[src/hdl/pcrc_pkg.sv]
// package of shared constants and types for the programmable crc fifo engine
package pcrc_pkg;

  // register byte offsets on the apb bus
  localparam logic [7:0] OFF_CTRL = 8'h00; // crc_control_reg
  localparam logic [7:0] OFF_DATA = 8'h04; // crc_write_data_reg, read gives result
  localparam logic [7:0] OFF_POLY = 8'h08; // feedback tap pattern
  localparam logic [7:0] OFF_ISTAT = 8'h0C; // sticky event status, read only
  localparam logic [7:0] OFF_ICLR = 8'h10; // write one to clear status, write only
  localparam logic [7:0] OFF_IEN = 8'h14; // event enable mask

  // control register field positions
  localparam int CTRL_POLY_LENGTH_FIELD_LSB = 0; // poly_length_field, 4 bits
  localparam int CTRL_GO_BIT = 4; // shift_go
  localparam int CTRL_SIDL_BIT = 5; // stop_in_idle
  localparam int CTRL_CLR_BIT = 6; // write one clears result, reads zero
  localparam int CTRL_VW_LSB = 8; // valid_word_count, 5 bits
  localparam int CTRL_FULL_BIT = 13; // fifo_full_flag
  localparam int CTRL_EMPTY_BIT = 14; // fifo_empty_flag

  // event bit positions in status and enable
  localparam int IRQ_DRAIN_BIT = 0; // count went from one to zero
  localparam int IRQ_DONE_BIT = 1; // last bit left the shift engine
  localparam int IRQ_W = 2;

  // sizes
  localparam int DATA_W = 16; // widest data element
  localparam int MEM_DEPTH = 16; // physical fifo entries
  localparam int PTR_W = 4;
  localparam int CNT_W = 5;
  localparam logic [3:0] POLY_LENGTH_FIELD_SPLIT = 4'h7; // above this the fifo is shallow
  localparam logic [CNT_W-1:0] DEPTH_SHALLOW = 5'h08;
  localparam logic [CNT_W-1:0] DEPTH_DEEP = 5'h10;
  localparam logic [PTR_W-1:0] PTR_MASK_SHALLOW = 4'h7;
  localparam logic [PTR_W-1:0] PTR_MASK_DEEP = 4'hF;

  // reset values
  localparam logic [3:0] POLY_LENGTH_FIELD_RST = 4'h0;
  localparam logic [DATA_W-1:0] POLY_RST = 16'h0000;
  localparam logic [DATA_W-1:0] CRC_RST = 16'h0000;
  localparam logic [IRQ_W-1:0] IRQ_RST = 2'h0;
  localparam logic [31:0] RDATA_RST = 32'h0000_0000;

  // engine states
  typedef enum logic [1:0] {ENG_IDLE, ENG_LOAD, ENG_SHIFT} pcrc_eng_e;

  // apb request from the master
  typedef struct packed {
    logic psel;
    logic penable;
    logic pwrite;
    logic [7:0] paddr;
    logic [31:0] pwdata;
    logic [3:0] pstrb;
  } pcrc_apb_req_s;

  // apb answer to the master
  typedef struct packed {
    logic pready;
    logic pslverr;
    logic [31:0] prdata;
  } pcrc_apb_rsp_s;

endpackage

[src/hdl/pcrc_engine.sv]
// programmable crc engine: apb registers, input fifo control, shift engine, events
//
// Functional notes
// - shifting starts only once shift_go is one
// - fifo depth 8 if length above 7, else 16
// - byte writes accepted; surplus high data bits ignored
// - element width is length field plus one
// - writing word's top part bumps valid_word_count
// - go and count nonzero moves word, decrements count
// - fetch until zero; last bits leave later
// - full flag at depth, empty flag at zero
// - write while full wraps count, no event
// - event on count going one to zero
// - stop_in_idle freezes engine in idle; events pass
//
// Design decisions made here: the register addresses and the APB slave port.
`timescale 1ns/100ps
module pcrc_engine (
  input wire logic clk_i,
  input wire logic rst_n_i,
  input wire pcrc_pkg::pcrc_apb_req_s apb_i,
  input wire logic idle_i,
  output pcrc_pkg::pcrc_apb_rsp_s apb_o,
  output logic irq_o
);
  import pcrc_pkg::*;

  // one lfsr step, data bit enters at the top of the programmed width
  function automatic logic [DATA_W-1:0] crc_step(input logic [DATA_W-1:0] c, input logic b,
                                                 input logic [3:0] poly_length_field, input logic [DATA_W-1:0] poly,
                                                 input logic [DATA_W-1:0] m);
    logic fb;
    fb = c[poly_length_field] ^ b;
    crc_step = ({c[DATA_W-2:0], 1'b0} ^ (fb ? poly : CRC_RST)) & m;
  endfunction

  // control and software-visible registers
  logic [3:0] poly_length_field_q, poly_length_field_d; // poly_length_field
  logic go_q, go_d; // shift_go
  logic sidl_q, sidl_d; // stop_in_idle
  logic [DATA_W-1:0] poly_q, poly_d; // feedback taps
  logic [IRQ_W-1:0] istat_q, istat_d; // sticky events
  logic [IRQ_W-1:0] ien_q, ien_d; // event enables
  logic [7:0] lo_q, lo_d; // staged low byte of a wide word
  logic irq_q, irq_d; // interrupt output register
  pcrc_apb_rsp_s rsp_q, rsp_d; // bus answer register

  // fifo bookkeeping
  logic [CNT_W-1:0] count_q, count_d; // valid_word_count
  logic [PTR_W-1:0] wptr_q, wptr_d;
  logic [PTR_W-1:0] rptr_q, rptr_d;

  // shift engine
  pcrc_eng_e st_q, st_d;
  logic [DATA_W-1:0] sh_q, sh_d; // word being shifted out
  logic [DATA_W-1:0] crc_q, crc_d; // running result
  logic [CNT_W-1:0] brem_q, brem_d; // bits still to shift

  // combinational helpers
  logic setup; // apb setup cycle
  logic wr_acc; // apb write taking effect
  logic data_wr; // write to the data register
  logic clr_pulse; // result clear request
  logic push; // a complete word is written
  logic wrap; // write while full
  logic pop; // word moves to the engine
  logic held; // frozen by idle
  logic full; // fifo_full_flag
  logic empty; // fifo_empty_flag
  logic [CNT_W-1:0] depth; // current fifo depth
  logic [PTR_W-1:0] pmask; // pointer wrap mask
  logic [DATA_W-1:0] wmask; // element width mask
  logic [DATA_W-1:0] pdat; // word pushed into the fifo
  logic [DATA_W-1:0] mem_rdata; // word read from the fifo
  logic drain_ev; // count one to zero
  logic done_ev; // engine finished with count at zero
  logic [31:0] rd_mux; // register read value
  logic mapped; // address hits a register

  // static decodes
  always_comb begin
    held = sidl_q & idle_i;
    depth = (poly_length_field_q > POLY_LENGTH_FIELD_SPLIT) ? DEPTH_SHALLOW : DEPTH_DEEP;
    pmask = (poly_length_field_q > POLY_LENGTH_FIELD_SPLIT) ? PTR_MASK_SHALLOW : PTR_MASK_DEEP;
    full = (count_q == depth);
    empty = (count_q == '0);
    wmask = 16'hFFFF >> (4'hF - poly_length_field_q);
    setup = apb_i.psel & ~apb_i.penable;
    wr_acc = apb_i.psel & apb_i.penable & rsp_q.pready & apb_i.pwrite;
    data_wr = wr_acc & (apb_i.paddr == OFF_DATA);
    clr_pulse = wr_acc & (apb_i.paddr == OFF_CTRL) & apb_i.pstrb[0] & apb_i.pwdata[CTRL_CLR_BIT];
  end

  // word assembly from byte or wider writes
  always_comb begin
    push = 1'b0;
    lo_d = lo_q;
    pdat = CRC_RST;
    if (data_wr) begin
      if (poly_length_field_q <= POLY_LENGTH_FIELD_SPLIT) begin
        // whole element sits in the low byte
        push = apb_i.pstrb[0];
        pdat = apb_i.pwdata[15:0] & wmask;
      end else if (apb_i.pstrb[1]) begin
        // top byte completes the word
        push = 1'b1;
        pdat = {apb_i.pwdata[15:8], (apb_i.pstrb[0] ? apb_i.pwdata[7:0] : lo_q)} & wmask;
      end else if (apb_i.pstrb[0]) begin
        // low byte only, hold it for later
        lo_d = apb_i.pwdata[7:0];
      end
    end
  end

  // fifo pointers and valid_word_count
  always_comb begin
    wrap = push & full;
    pop = go_q & ~empty & ~held & ~wrap &
          ((st_q == ENG_IDLE) | ((st_q == ENG_SHIFT) & (brem_q <= 5'h02)));
    wptr_d = wptr_q;
    rptr_d = rptr_q;
    count_d = count_q;
    drain_ev = 1'b0;
    if (wrap) begin
      // overrun: fifo starts over as empty, no event raised
      count_d = '0;
      wptr_d = '0;
      rptr_d = '0;
    end else begin
      if (push) begin
        wptr_d = (wptr_q + 4'h1) & pmask;
      end
      if (pop) begin
        rptr_d = (rptr_q + 4'h1) & pmask;
      end
      // net change of the count
      if (push & ~pop) begin
        count_d = count_q + 5'h01;
      end else if (pop & ~push) begin
        count_d = count_q - 5'h01;
        drain_ev = (count_q == 5'h01);
      end
    end
  end

  // fifo registers
  always_ff @(posedge clk_i) begin
    if (!rst_n_i) begin
      count_q <= '0;
      wptr_q <= '0;
      rptr_q <= '0;
      lo_q <= 8'h00;
    end else begin
      count_q <= count_d;
      wptr_q <= wptr_d;
      rptr_q <= rptr_d;
      lo_q <= lo_d;
    end
  end

  // fifo storage
  pcrc_fifo_mem u_mem (
    .clk_i(clk_i),
    .rst_n_i(rst_n_i),
    .wr_en_i(push & ~wrap),
    .wr_addr_i(wptr_q),
    .wr_data_i(pdat),
    .rd_en_i(pop),
    .rd_addr_i(rptr_q),
    .rd_data_o(mem_rdata)
  );

  // shift engine next state
  always_comb begin
    st_d = st_q;
    sh_d = sh_q;
    crc_d = crc_q;
    brem_d = brem_q;
    done_ev = 1'b0;
    if (!held) begin
      unique case (st_q)
        ENG_IDLE: begin
          if (pop) begin
            st_d = ENG_LOAD;
          end
        end
        ENG_LOAD: begin
          // fifo read data is valid now
          sh_d = mem_rdata & wmask;
          brem_d = {1'b0, poly_length_field_q} + 5'h01;
          st_d = ENG_SHIFT;
        end
        ENG_SHIFT: begin
          // first bit of the pair
          crc_d = crc_step(crc_q, sh_q[poly_length_field_q], poly_length_field_q, poly_q, wmask);
          sh_d = {sh_q[DATA_W-2:0], 1'b0};
          if (brem_q >= 5'h02) begin
            // second bit of the pair
            crc_d = crc_step(crc_d, sh_d[poly_length_field_q], poly_length_field_q, poly_q, wmask);
            sh_d = {sh_d[DATA_W-2:0], 1'b0};
            brem_d = brem_q - 5'h02;
          end else begin
            brem_d = '0;
          end
          if (brem_q <= 5'h02) begin
            // word finished: next word or rest
            st_d = pop ? ENG_LOAD : ENG_IDLE;
            done_ev = ~pop & empty;
          end
        end
      endcase
    end
    if (clr_pulse) begin
      crc_d = CRC_RST;
    end
  end

  // shift engine registers
  always_ff @(posedge clk_i) begin
    if (!rst_n_i) begin
      st_q <= ENG_IDLE;
      sh_q <= CRC_RST;
      crc_q <= CRC_RST;
      brem_q <= '0;
    end else begin
      st_q <= st_d;
      sh_q <= sh_d;
      crc_q <= crc_d;
      brem_q <= brem_d;
    end
  end

  // register read mux and address decode
  always_comb begin
    rd_mux = RDATA_RST;
    mapped = 1'b1;
    unique case (apb_i.paddr)
      OFF_CTRL: begin
        rd_mux[CTRL_POLY_LENGTH_FIELD_LSB +: 4] = poly_length_field_q;
        rd_mux[CTRL_GO_BIT] = go_q;
        rd_mux[CTRL_SIDL_BIT] = sidl_q;
        rd_mux[CTRL_VW_LSB +: CNT_W] = count_q;
        rd_mux[CTRL_FULL_BIT] = full;
        rd_mux[CTRL_EMPTY_BIT] = empty;
      end
      OFF_DATA: begin
        rd_mux[DATA_W-1:0] = crc_q;
      end
      OFF_POLY: begin
        rd_mux[DATA_W-1:0] = poly_q;
      end
      OFF_ISTAT: begin
        rd_mux[IRQ_W-1:0] = istat_q;
      end
      OFF_ICLR: begin
        rd_mux = RDATA_RST;
      end
      OFF_IEN: begin
        rd_mux[IRQ_W-1:0] = ien_q;
      end
      default: begin
        mapped = 1'b0;
      end
    endcase
  end

  // control registers, events and bus answer
  always_comb begin
    poly_length_field_d = poly_length_field_q;
    go_d = go_q;
    sidl_d = sidl_q;
    poly_d = poly_q;
    ien_d = ien_q;
    istat_d = istat_q;
    // answer in the cycle after setup, no wait states
    rsp_d.pready = setup;
    rsp_d.pslverr = setup & ~mapped;
    rsp_d.prdata = (setup & ~apb_i.pwrite) ? rd_mux : RDATA_RST;
    if (wr_acc) begin
      unique case (apb_i.paddr)
        OFF_CTRL: begin
          if (apb_i.pstrb[0]) begin
            poly_length_field_d = apb_i.pwdata[CTRL_POLY_LENGTH_FIELD_LSB +: 4];
            go_d = apb_i.pwdata[CTRL_GO_BIT];
            sidl_d = apb_i.pwdata[CTRL_SIDL_BIT];
          end
        end
        OFF_POLY: begin
          if (apb_i.pstrb[0]) begin
            poly_d[7:0] = apb_i.pwdata[7:0];
          end
          if (apb_i.pstrb[1]) begin
            poly_d[15:8] = apb_i.pwdata[15:8];
          end
        end
        OFF_ICLR: begin
          if (apb_i.pstrb[0]) begin
            istat_d = istat_q & ~apb_i.pwdata[IRQ_W-1:0];
          end
        end
        OFF_IEN: begin
          if (apb_i.pstrb[0]) begin
            ien_d = apb_i.pwdata[IRQ_W-1:0];
          end
        end
        default: begin
          istat_d = istat_q;
        end
      endcase
    end
    // new events win over a clear in the same cycle
    istat_d[IRQ_DRAIN_BIT] = istat_d[IRQ_DRAIN_BIT] | drain_ev;
    istat_d[IRQ_DONE_BIT] = istat_d[IRQ_DONE_BIT] | done_ev;
    // events still reach the output while frozen
    irq_d = |(istat_q & ien_q);
  end

  // control registers and outputs
  always_ff @(posedge clk_i) begin
    if (!rst_n_i) begin
      poly_length_field_q <= POLY_LENGTH_FIELD_RST;
      go_q <= 1'b0;
      sidl_q <= 1'b0;
      poly_q <= POLY_RST;
      ien_q <= IRQ_RST;
      istat_q <= IRQ_RST;
      irq_q <= 1'b0;
      rsp_q <= '0;
    end else begin
      poly_length_field_q <= poly_length_field_d;
      go_q <= go_d;
      sidl_q <= sidl_d;
      poly_q <= poly_d;
      ien_q <= ien_d;
      istat_q <= istat_d;
      irq_q <= irq_d;
      rsp_q <= rsp_d;
    end
  end

  assign apb_o = rsp_q;
  assign irq_o = irq_q;
endmodule

[src/hdl/pcrc_fifo_mem.sv]
// fifo storage array with registered read data
`timescale 1ns/100ps
module pcrc_fifo_mem (
  input wire logic clk_i,
  input wire logic rst_n_i,
  input wire logic wr_en_i,
  input wire logic [pcrc_pkg::PTR_W-1:0] wr_addr_i,
  input wire logic [pcrc_pkg::DATA_W-1:0] wr_data_i,
  input wire logic rd_en_i,
  input wire logic [pcrc_pkg::PTR_W-1:0] rd_addr_i,
  output logic [pcrc_pkg::DATA_W-1:0] rd_data_o
);
  import pcrc_pkg::*;

  logic [DATA_W-1:0] mem_q [MEM_DEPTH]; // entries, no reset needed
  logic [DATA_W-1:0] rd_q; // read data register
  logic [DATA_W-1:0] rd_d;

  // next read data
  always_comb begin
    rd_d = rd_en_i ? mem_q[rd_addr_i] : rd_q;
  end

  // array write
  always_ff @(posedge clk_i) begin
    if (wr_en_i) begin
      mem_q[wr_addr_i] <= wr_data_i;
    end
  end

  // read register
  always_ff @(posedge clk_i) begin
    if (!rst_n_i) begin
      rd_q <= CRC_RST;
    end else begin
      rd_q <= rd_d;
    end
  end

  assign rd_data_o = rd_q;
endmodule

[config.mk]
export PLATFORM = sky130hd
export DESIGN_NAME = pcrc_engine
export DESIGN_NICKNAME = d
export VERILOG_FILES = /design/src/hdl/pcrc_pkg.sv /design/src/hdl/pcrc_engine.sv /design/src/hdl/pcrc_fifo_mem.sv
export SDC_FILE = /design/constraint.sdc
export NUM_CORES = 1
export LEC_CHECK = 0
export ABC_AREA = 1
export BUFFER_PORTS_ARGS = -buffer_cell sky130_fd_sc_hd__buf_2
export CORE_MARGIN = 4
export CORE_UTILIZATION = 45
export CTS_BUF_LIST = sky130_fd_sc_hd__clkbuf_16
export CTS_CLUSTER_DIAMETER = 200
export DETAILED_ROUTE_END_ITERATION = 6
export MAX_ROUTING_LAYER = met4
export PLACE_DENSITY = 0.66
export REMOVE_ABC_BUFFERS = 1
export SLEW_MARGIN = 20
export SYNTH_ARGS = -nofsm -noshare
export SYNTH_HDL_FRONTEND = slang
export SYNTH_SLANG_ARGS = --single-unit
[constraint.sdc]
create_clock -name clk_i -period 4.7 [get_ports clk_i]
set_clock_uncertainty 0.2 [all_clocks]
set_input_delay 0.235 -clock clk_i [delete_from_list [all_inputs] [get_ports clk_i]]
set_output_delay 0.235 -clock clk_i [all_outputs]
set_load 0.005 [all_outputs]
## Word-level counts from Yosys, hierarchy flattened

Memory sizes are Yosys's and may differ from the RTL's. A register that Yosys moved wholly into a read port is not among the register bits.
Cells that the tools add are included.

- Add/sub/neg operators: 7
- Order comparisons: 5
- Eq/ne operators: 11
- Shift operators: 1
- Multiplexer cells: 47
- Bitwise logic cells: 49
- Reductions and logical operators: 19

Operators with widths:

| operator | number |
|---|---|
| $mux 16 | 7 |
| $and 16x16->16 | 5 |
| $pmux 16 s2 | 1 |
| $xor 16x16->16 | 2 |
| $and 1x1->1 | 21 |
| $pmux 7 s3 | 1 |
| $mux 5 | 4 |
| $reduce_and 3->1 | 6 |
| $mux 1 | 17 |
| $bmux 1 s4 | 4 |
| $eq 8x4->1 const B | 2 |
| $eq 8x5->1 const B | 2 |
| $shr 16x4->16 const A | 1 |
| $pmux 4 s3 | 1 |
| $not 1->1 | 11 |
| $mux 2 | 5 |
| $pmux 2 s5 | 1 |
| $pmux 5 s2 | 1 |
| $add 4x1->4 const B | 2 |
| $and 4x4->4 | 2 |
| $eq 8x3->1 const B | 1 |
| $logic_not 8->1 | 1 |
| $mux 8 | 1 |
| $pmux 2 s3 | 1 |
| 30 further kinds | 39 |

- Register bits after elaboration: 121
- Memory bits (writable): 256
- Bits of input ports: 50
- Output and inout bits: 35
- Word-level logic and storage cells: 160
- Memories kept: 1

Memories:

| name | depth | bits a word | read ports | clocked after memory_dff | wr ports | line | RTL |
|---|---|---|---|---|---|---|---|
| u_mem.mem_q | 16 | 16 | 1 | 1 | 1 | pcrc_fifo_mem.sv:15 | `logic [DATA_W-1:0] mem_q [MEM_DEPTH];` |

## Depth between registers and ports, before layout

- Word-level depth: 15
- Depth in mapped cells: 29
- Gate-level depth less buffers: 26

## By module

Synthesis repeated with hierarchy kept, for this count alone.

- Cells, all modules: 2007
- Area, all modules: 17868.4 um^2

By module, submodules not included:

| module | times used | cells an instance | area an instance (um^2) | seq. area each (um^2) |
|---|---|---|---|---|
| pcrc_fifo_mem | 1 | 951 | 11038.1 | 8007.7 |
| pcrc_engine | 1 | 1056 | 6830.3 | 2102.0 |

## Least setup slack after synthesis

No wires, ideal clock.

- Path type: input -> register
- Start point: input apb_i[43] (netlist name)
- End point: register count_q[3]
- Setup time: 0.073 ns
- Data arrival time: 3.192 ns
- Required time: 4.427 ns
- Slack: 1.235 ns
- Cell stages on the path: 19
- Buffers on the path: 3
- Cells stage by stage: nor2_1 > inv_1 > nor3_1 > inv_1 > nor2_1 > and3_1 > clkbuf_1 > inv_1 > o2111ai_1 > nor2_1 > clkbuf_1 > buf_1 > ha_1 > inv_1 > nand2_1 > o32ai_1 > o21ai_0 > or2_2 > a21oi_1

- Cells in the longest elaborated chain, start to end: 10
- Elaborated cells between the ends (all ways): 14
- Those cells by class: 1 x eq/ne; 2 x mux; 9 x bitwise; 2 x reduce/logical

Ends and longest elaborated chain:

| item | line | RTL |
|---|---|---|
| start, declared | pcrc_engine.sv:21 | `input wire pcrc_pkg::pcrc_apb_req_s apb_i,` |
| $eq 8x3->1 * | pcrc_engine.sv:90 | `data_wr = wr_acc & (apb_i.paddr == OFF_DATA);` |
| $and 1x1->1 * | pcrc_engine.sv:90 |  |
| $mux 1 * | pcrc_engine.sv:99 | `if (data_wr) begin` |
| via push | pcrc_engine.sv:64 | `logic push;` |
| $and 1x1->1 * | pcrc_engine.sv:117 | `wrap = push & full;` |
| $not 1->1 * | pcrc_engine.sv:118 | `pop = go_q & ~empty & ~held & ~wrap &` |
| $and 1x1->1 * (2 in a row) | pcrc_engine.sv:118 |  |
| via pop | pcrc_engine.sv:66 | `logic pop;` |
| $not 1->1 | pcrc_engine.sv:137 | `if (push & ~pop) begin` |
| $and 1x1->1 | pcrc_engine.sv:137 |  |
| $mux 5 / $reduce_bool 2->1 (equally long branches) | - |  |
| end signal, assigned | pcrc_engine.sv:154 | `count_q <= count_d;` |
| end, declared | pcrc_engine.sv:49 | `logic [CNT_W-1:0] count_q, count_d;` |

Mark *: on every way through the listed nets, which the timed path passes. The rest lies on a longest branch.
A chain may end at the register's enable or synchronous reset.

## Worst setup path after layout

- Start point: input apb_i[38] (netlist name)
- End point: register count_q[4]

- Cells in the longest elaborated chain, start to end: 10
- Elaborated cells between the ends (all ways): 14
- Those cells by class: 1 x eq/ne; 2 x mux; 9 x bitwise; 2 x reduce/logical

Ends and longest elaborated chain:

| item | line |
|---|---|
| $eq 8x3->1 * | pcrc_engine.sv:90 |
| $and 1x1->1 * | pcrc_engine.sv:90 |
| $mux 1 * | pcrc_engine.sv:99 |
| $and 1x1->1 | pcrc_engine.sv:117 |
| $not 1->1 | pcrc_engine.sv:118 |
| $and 1x1->1 (2 in a row) | pcrc_engine.sv:118 |
| $not 1->1 | pcrc_engine.sv:137 |
| $and 1x1->1 | pcrc_engine.sv:137 |
| $mux 5 / $reduce_bool 2->1 (equally long branches) | - |

Every way passes the cells marked *; elsewhere a longest branch is shown, timed or not.

==> run metrics <==
Non-Filler Instances=2,424; CTS max path bufs=3; Crit Path Max Fanout=24; slew at the pin closest to its max-slew limit=about 1 ns; DR vias/cell=around 5.8; ys flop type=edfxtp_1; RSZ-0062 raised after global routing=no; YS warnings=0; core area=around 38,000 um2; r2r endpoint=count_q[4]; fin crit period=4.02 ns; Req. time, crit path=4.94 ns; kind of end point of the critical path=flop; type of element launching the critical path=input pin; WL/cell=roughly 21 um; # clock sinks=around 380; Core Rows=71; FF+latch area=around 10,000 um2; Syn Area/Cell=~9.6 um2; total wire length=just over 50,000 um; Yosys reg bits=about 380; Hold/Removal Path Class=in2reg; GP Congestion=0.948; die area=between 40,000 and 50,000 um2; area grow syn2layout=13.9%; initial antenna violation count=0; FF-to-FF setup slack=about 0.79 ns; die width=just over 200 um; first-pass GRT wire length=just under 80,000 um; Clock Power Share=39.6%; worst reg2reg startpoint=poly_length_field_q[3]; DRC Markers=0; Clock Latency Late Sink=0.57 ns; Tcrit/Tclk final=between 80% and 90%; routed via count=13,900; hpwl dp=around 32,000 um; number of synthesized flops with an enable pin=256; final hold vios=0; vias in the first global route=between 10,000 and 15,000; Synth area leaders=edfxtp_1 (44%), dfxtp_1 (14%), o21ai_0 (6.3%); Setup CP Type=in2reg; clk root buf=clkbuf_16; sequential share of power=between 40% and 50%; top cell type by total area after synthesis=edfxtp_1; Reg clk slew, reported paths=roughly 0.060 ns; sequential fraction of the synthesis area=around three fifths; Hold Crit Start=rst_n_i; hold path depth=4; CP arrival=4.26 ns; Final ANT Viol Nets=0; # IOs=85; final core occ=a little over half; TritonCTS clock tree=built; multi-input logic area=about 6000 um2; Initial DRT Pass Iterations=6; n_diodes=0; Final #Nets=around 2,000; setup violators final=0; switching share of power=26.1%; Die Ht=about 200 um; worst r2r path cells=17; asr flop ratio synth=0%; Cells after DPL=2,321; Logic pwr share=approximately an eighth; largest net degree at the start of global routing=95; Int Power=0.00549 W; synth unique cells=50; PwrDens=approximately 380 nW/um2; Peak VDD IR=between 300 and 400 uV; filler instances=~3,400; MaxCap Viol Count=0; slew margin rel.=33.3%; synthesized cell area=about 17,000 um2; Post-CTS Repair Setup Buffers=0; starting density of the core=around 46%; total track usage=about a quarter; share of cells above drive strength 1=between 10% and 20%; TritonCTS Buffers=40; I/O Buffers=50; Fmax=around 250 MHz; Remaining Overflow, GRT=0; status=finished clean; CTS H-tree lvls=2; Synth top area share=44.2%; LEAKAGE=approximately 7.2 nW; WHS Endpoint=istat_q[1]; DR iter-0 viols=about 1,300; Post-Synthesis Cells=1,805; Net Sw Power=between 0.0015 and 0.002 W; max-slew violations=0
[cell usage after synthesis (all sizes together), types with 5 or more instances]
library cell,instances
a211oi,5
nand4,22
o21ai,221
nand3,105
o22ai,28
nor4,8
inv,155
o211ai,26
nor2,230
o21bai,11
clkbuf,89
nor3,15
a21oi,97
edfxtp,256
a31oi,33
dfxtp,121
o221ai,46
ha,20
nand2,228
o211a,6
buf,36
a221oi,19
[metal layers]
layer	wire length, um	GRT usage, %	vias up
li1	-	-	6547
met1	21400	32.5	6696
met2	24000	39.1	581
met3	3740	3.55	115
met4	1620	8.28	0
met5	0	-	-
[critical path, cell delays in order]
cell           delay [ns]
dlygate4sd3_1        0.52
buf_2                0.13
inv_1                0.07
nor3_1               0.05
inv_1                0.06
nor2_1               0.04
buf_4                0.18
and3_1               0.25
inv_1                0.20
o2111ai_1            0.19
nor2_2               0.62
buf_4                0.39
inv_1                0.17
ha_1                 0.23
inv_1                0.18
nor2_1               0.06
nor2_1               0.07
o21ai_0              0.14
a211oi_1             0.24
xor2_1               0.17
nor2_1               0.06
[flip-flops by register name (all words and copies together), names as in the netlist]
name / cells
sh_q: 16
u_mem.mem_q: 256
lo_q: 8
wptr_q: 4
rptr_q: 4
apb_o: 18
count_q: 5
poly_q: 16
crc_q: 16
istat_q: 2
brem_q: 5
sidl_q: 1
irq_o: 1
ien_q: 2
go_q: 1
u_mem.rd_data_o: 16
st_q: 2
poly_length_field_q: 4
[metrics by stage]
step | setup slack (ns) | cell area (um2) | total power, W | setup TNS (ns) | hold WS, ns
final | 0.682 | 19800 | 0.00744 | 0 | 0.0509
after CTS | 0.748 | 19800 | 0.00748 | 0 | 0.0176
after floorplan | -0.573 | 16800 | 0.00427 | -9.20 | 0.125
after global routing | 0.329 | 19800 | 0.00774 | 0 | 0.0633
after detailed placement | 0.696 | 18300 | 0.00453 | 0 | 0.238
after global placement | 0.726 | 18300 | 0.00452 | 0 | 0.229
[worst max path at each step]
stage | from | slack [ns] | to
floorplan | rptr_q[0] | -0.57 | u_mem.rd_data_o[7]
global placement | apb_i[43] | 0.73 | count_q[4]
detailed placement | apb_i[37] | 0.70 | count_q[4]
CTS | apb_i[38] | 0.75 | count_q[4]
global route | apb_i[38] | 0.33 | count_q[4]
finish | apb_i[38] | 0.68 | count_q[4]
[power groups by stage]
stage	Sequential, W	Combinational (W)	Clock [W]
finish	0.00362	0.000867	0.00295
global route	0.00363	0.000969	0.00314
CTS	0.00362	0.000858	0.00300
detailed placement	0.00369	0.000838	0
global placement	0.00369	0.000827	0
floorplan	0.00368	0.000588	0
[what timing repair did]
action	in CTS	in global routing
gates resized for setup	0	0
hold endpoints to repair	38	0
hold buffers	29	0
[placed cells by master, fill, tap and decap left out, types with 15 or more instances in the layout]
cell,synthesis,routed
a221oi_1,19,19
o22ai_1,28,28
nand3_1,96,96
conb_1,1,16
nor2_1,225,208
a31oi_1,33,33
o21ai_0,218,217
edfxtp_1,256,256
a21oi_1,91,91
buf_2,3,50
o211ai_1,26,26
nand2_1,216,215
nor2_2,4,21
o221ai_1,46,46
nand4_1,22,22
dfxtp_1,121,119
buf_4,19,64
clkbuf_16,0,41
dlygate4sd3_1,0,29
ha_1,20,20
nor3_1,15,15
inv_1,147,161
[final cells by class]
cell class / instances / area share [%]
Sequential cell: 377 / 51.1
Inverter: 159 / 3.02
Clock inverter: 33 / 1.02
Tap cell: 511 / 3.23
Multi-Input combinational cell: 1159 / 31.1
Timing Repair Buffer: 144 / 5.26
Clock buffer: 41 / 5.19
[cells by family (layout without fill, tap and decap cells)]
logic type	count (synthesis)	after routing	synth area share, %
buffers and inverters	284	377	7.00
multiplexers	2	2	0.115
flip-flops	377	377	58.2
other	1	16	0.0216
AND/OR/NAND/NOR	613	613	15.5
AO/OA/AOI/OAI	503	503	17.5
XOR/XNOR	5	5	0.252
adder cells (fa/ha/maj)	20	20	1.44
(Power assumes the default switching activity.)
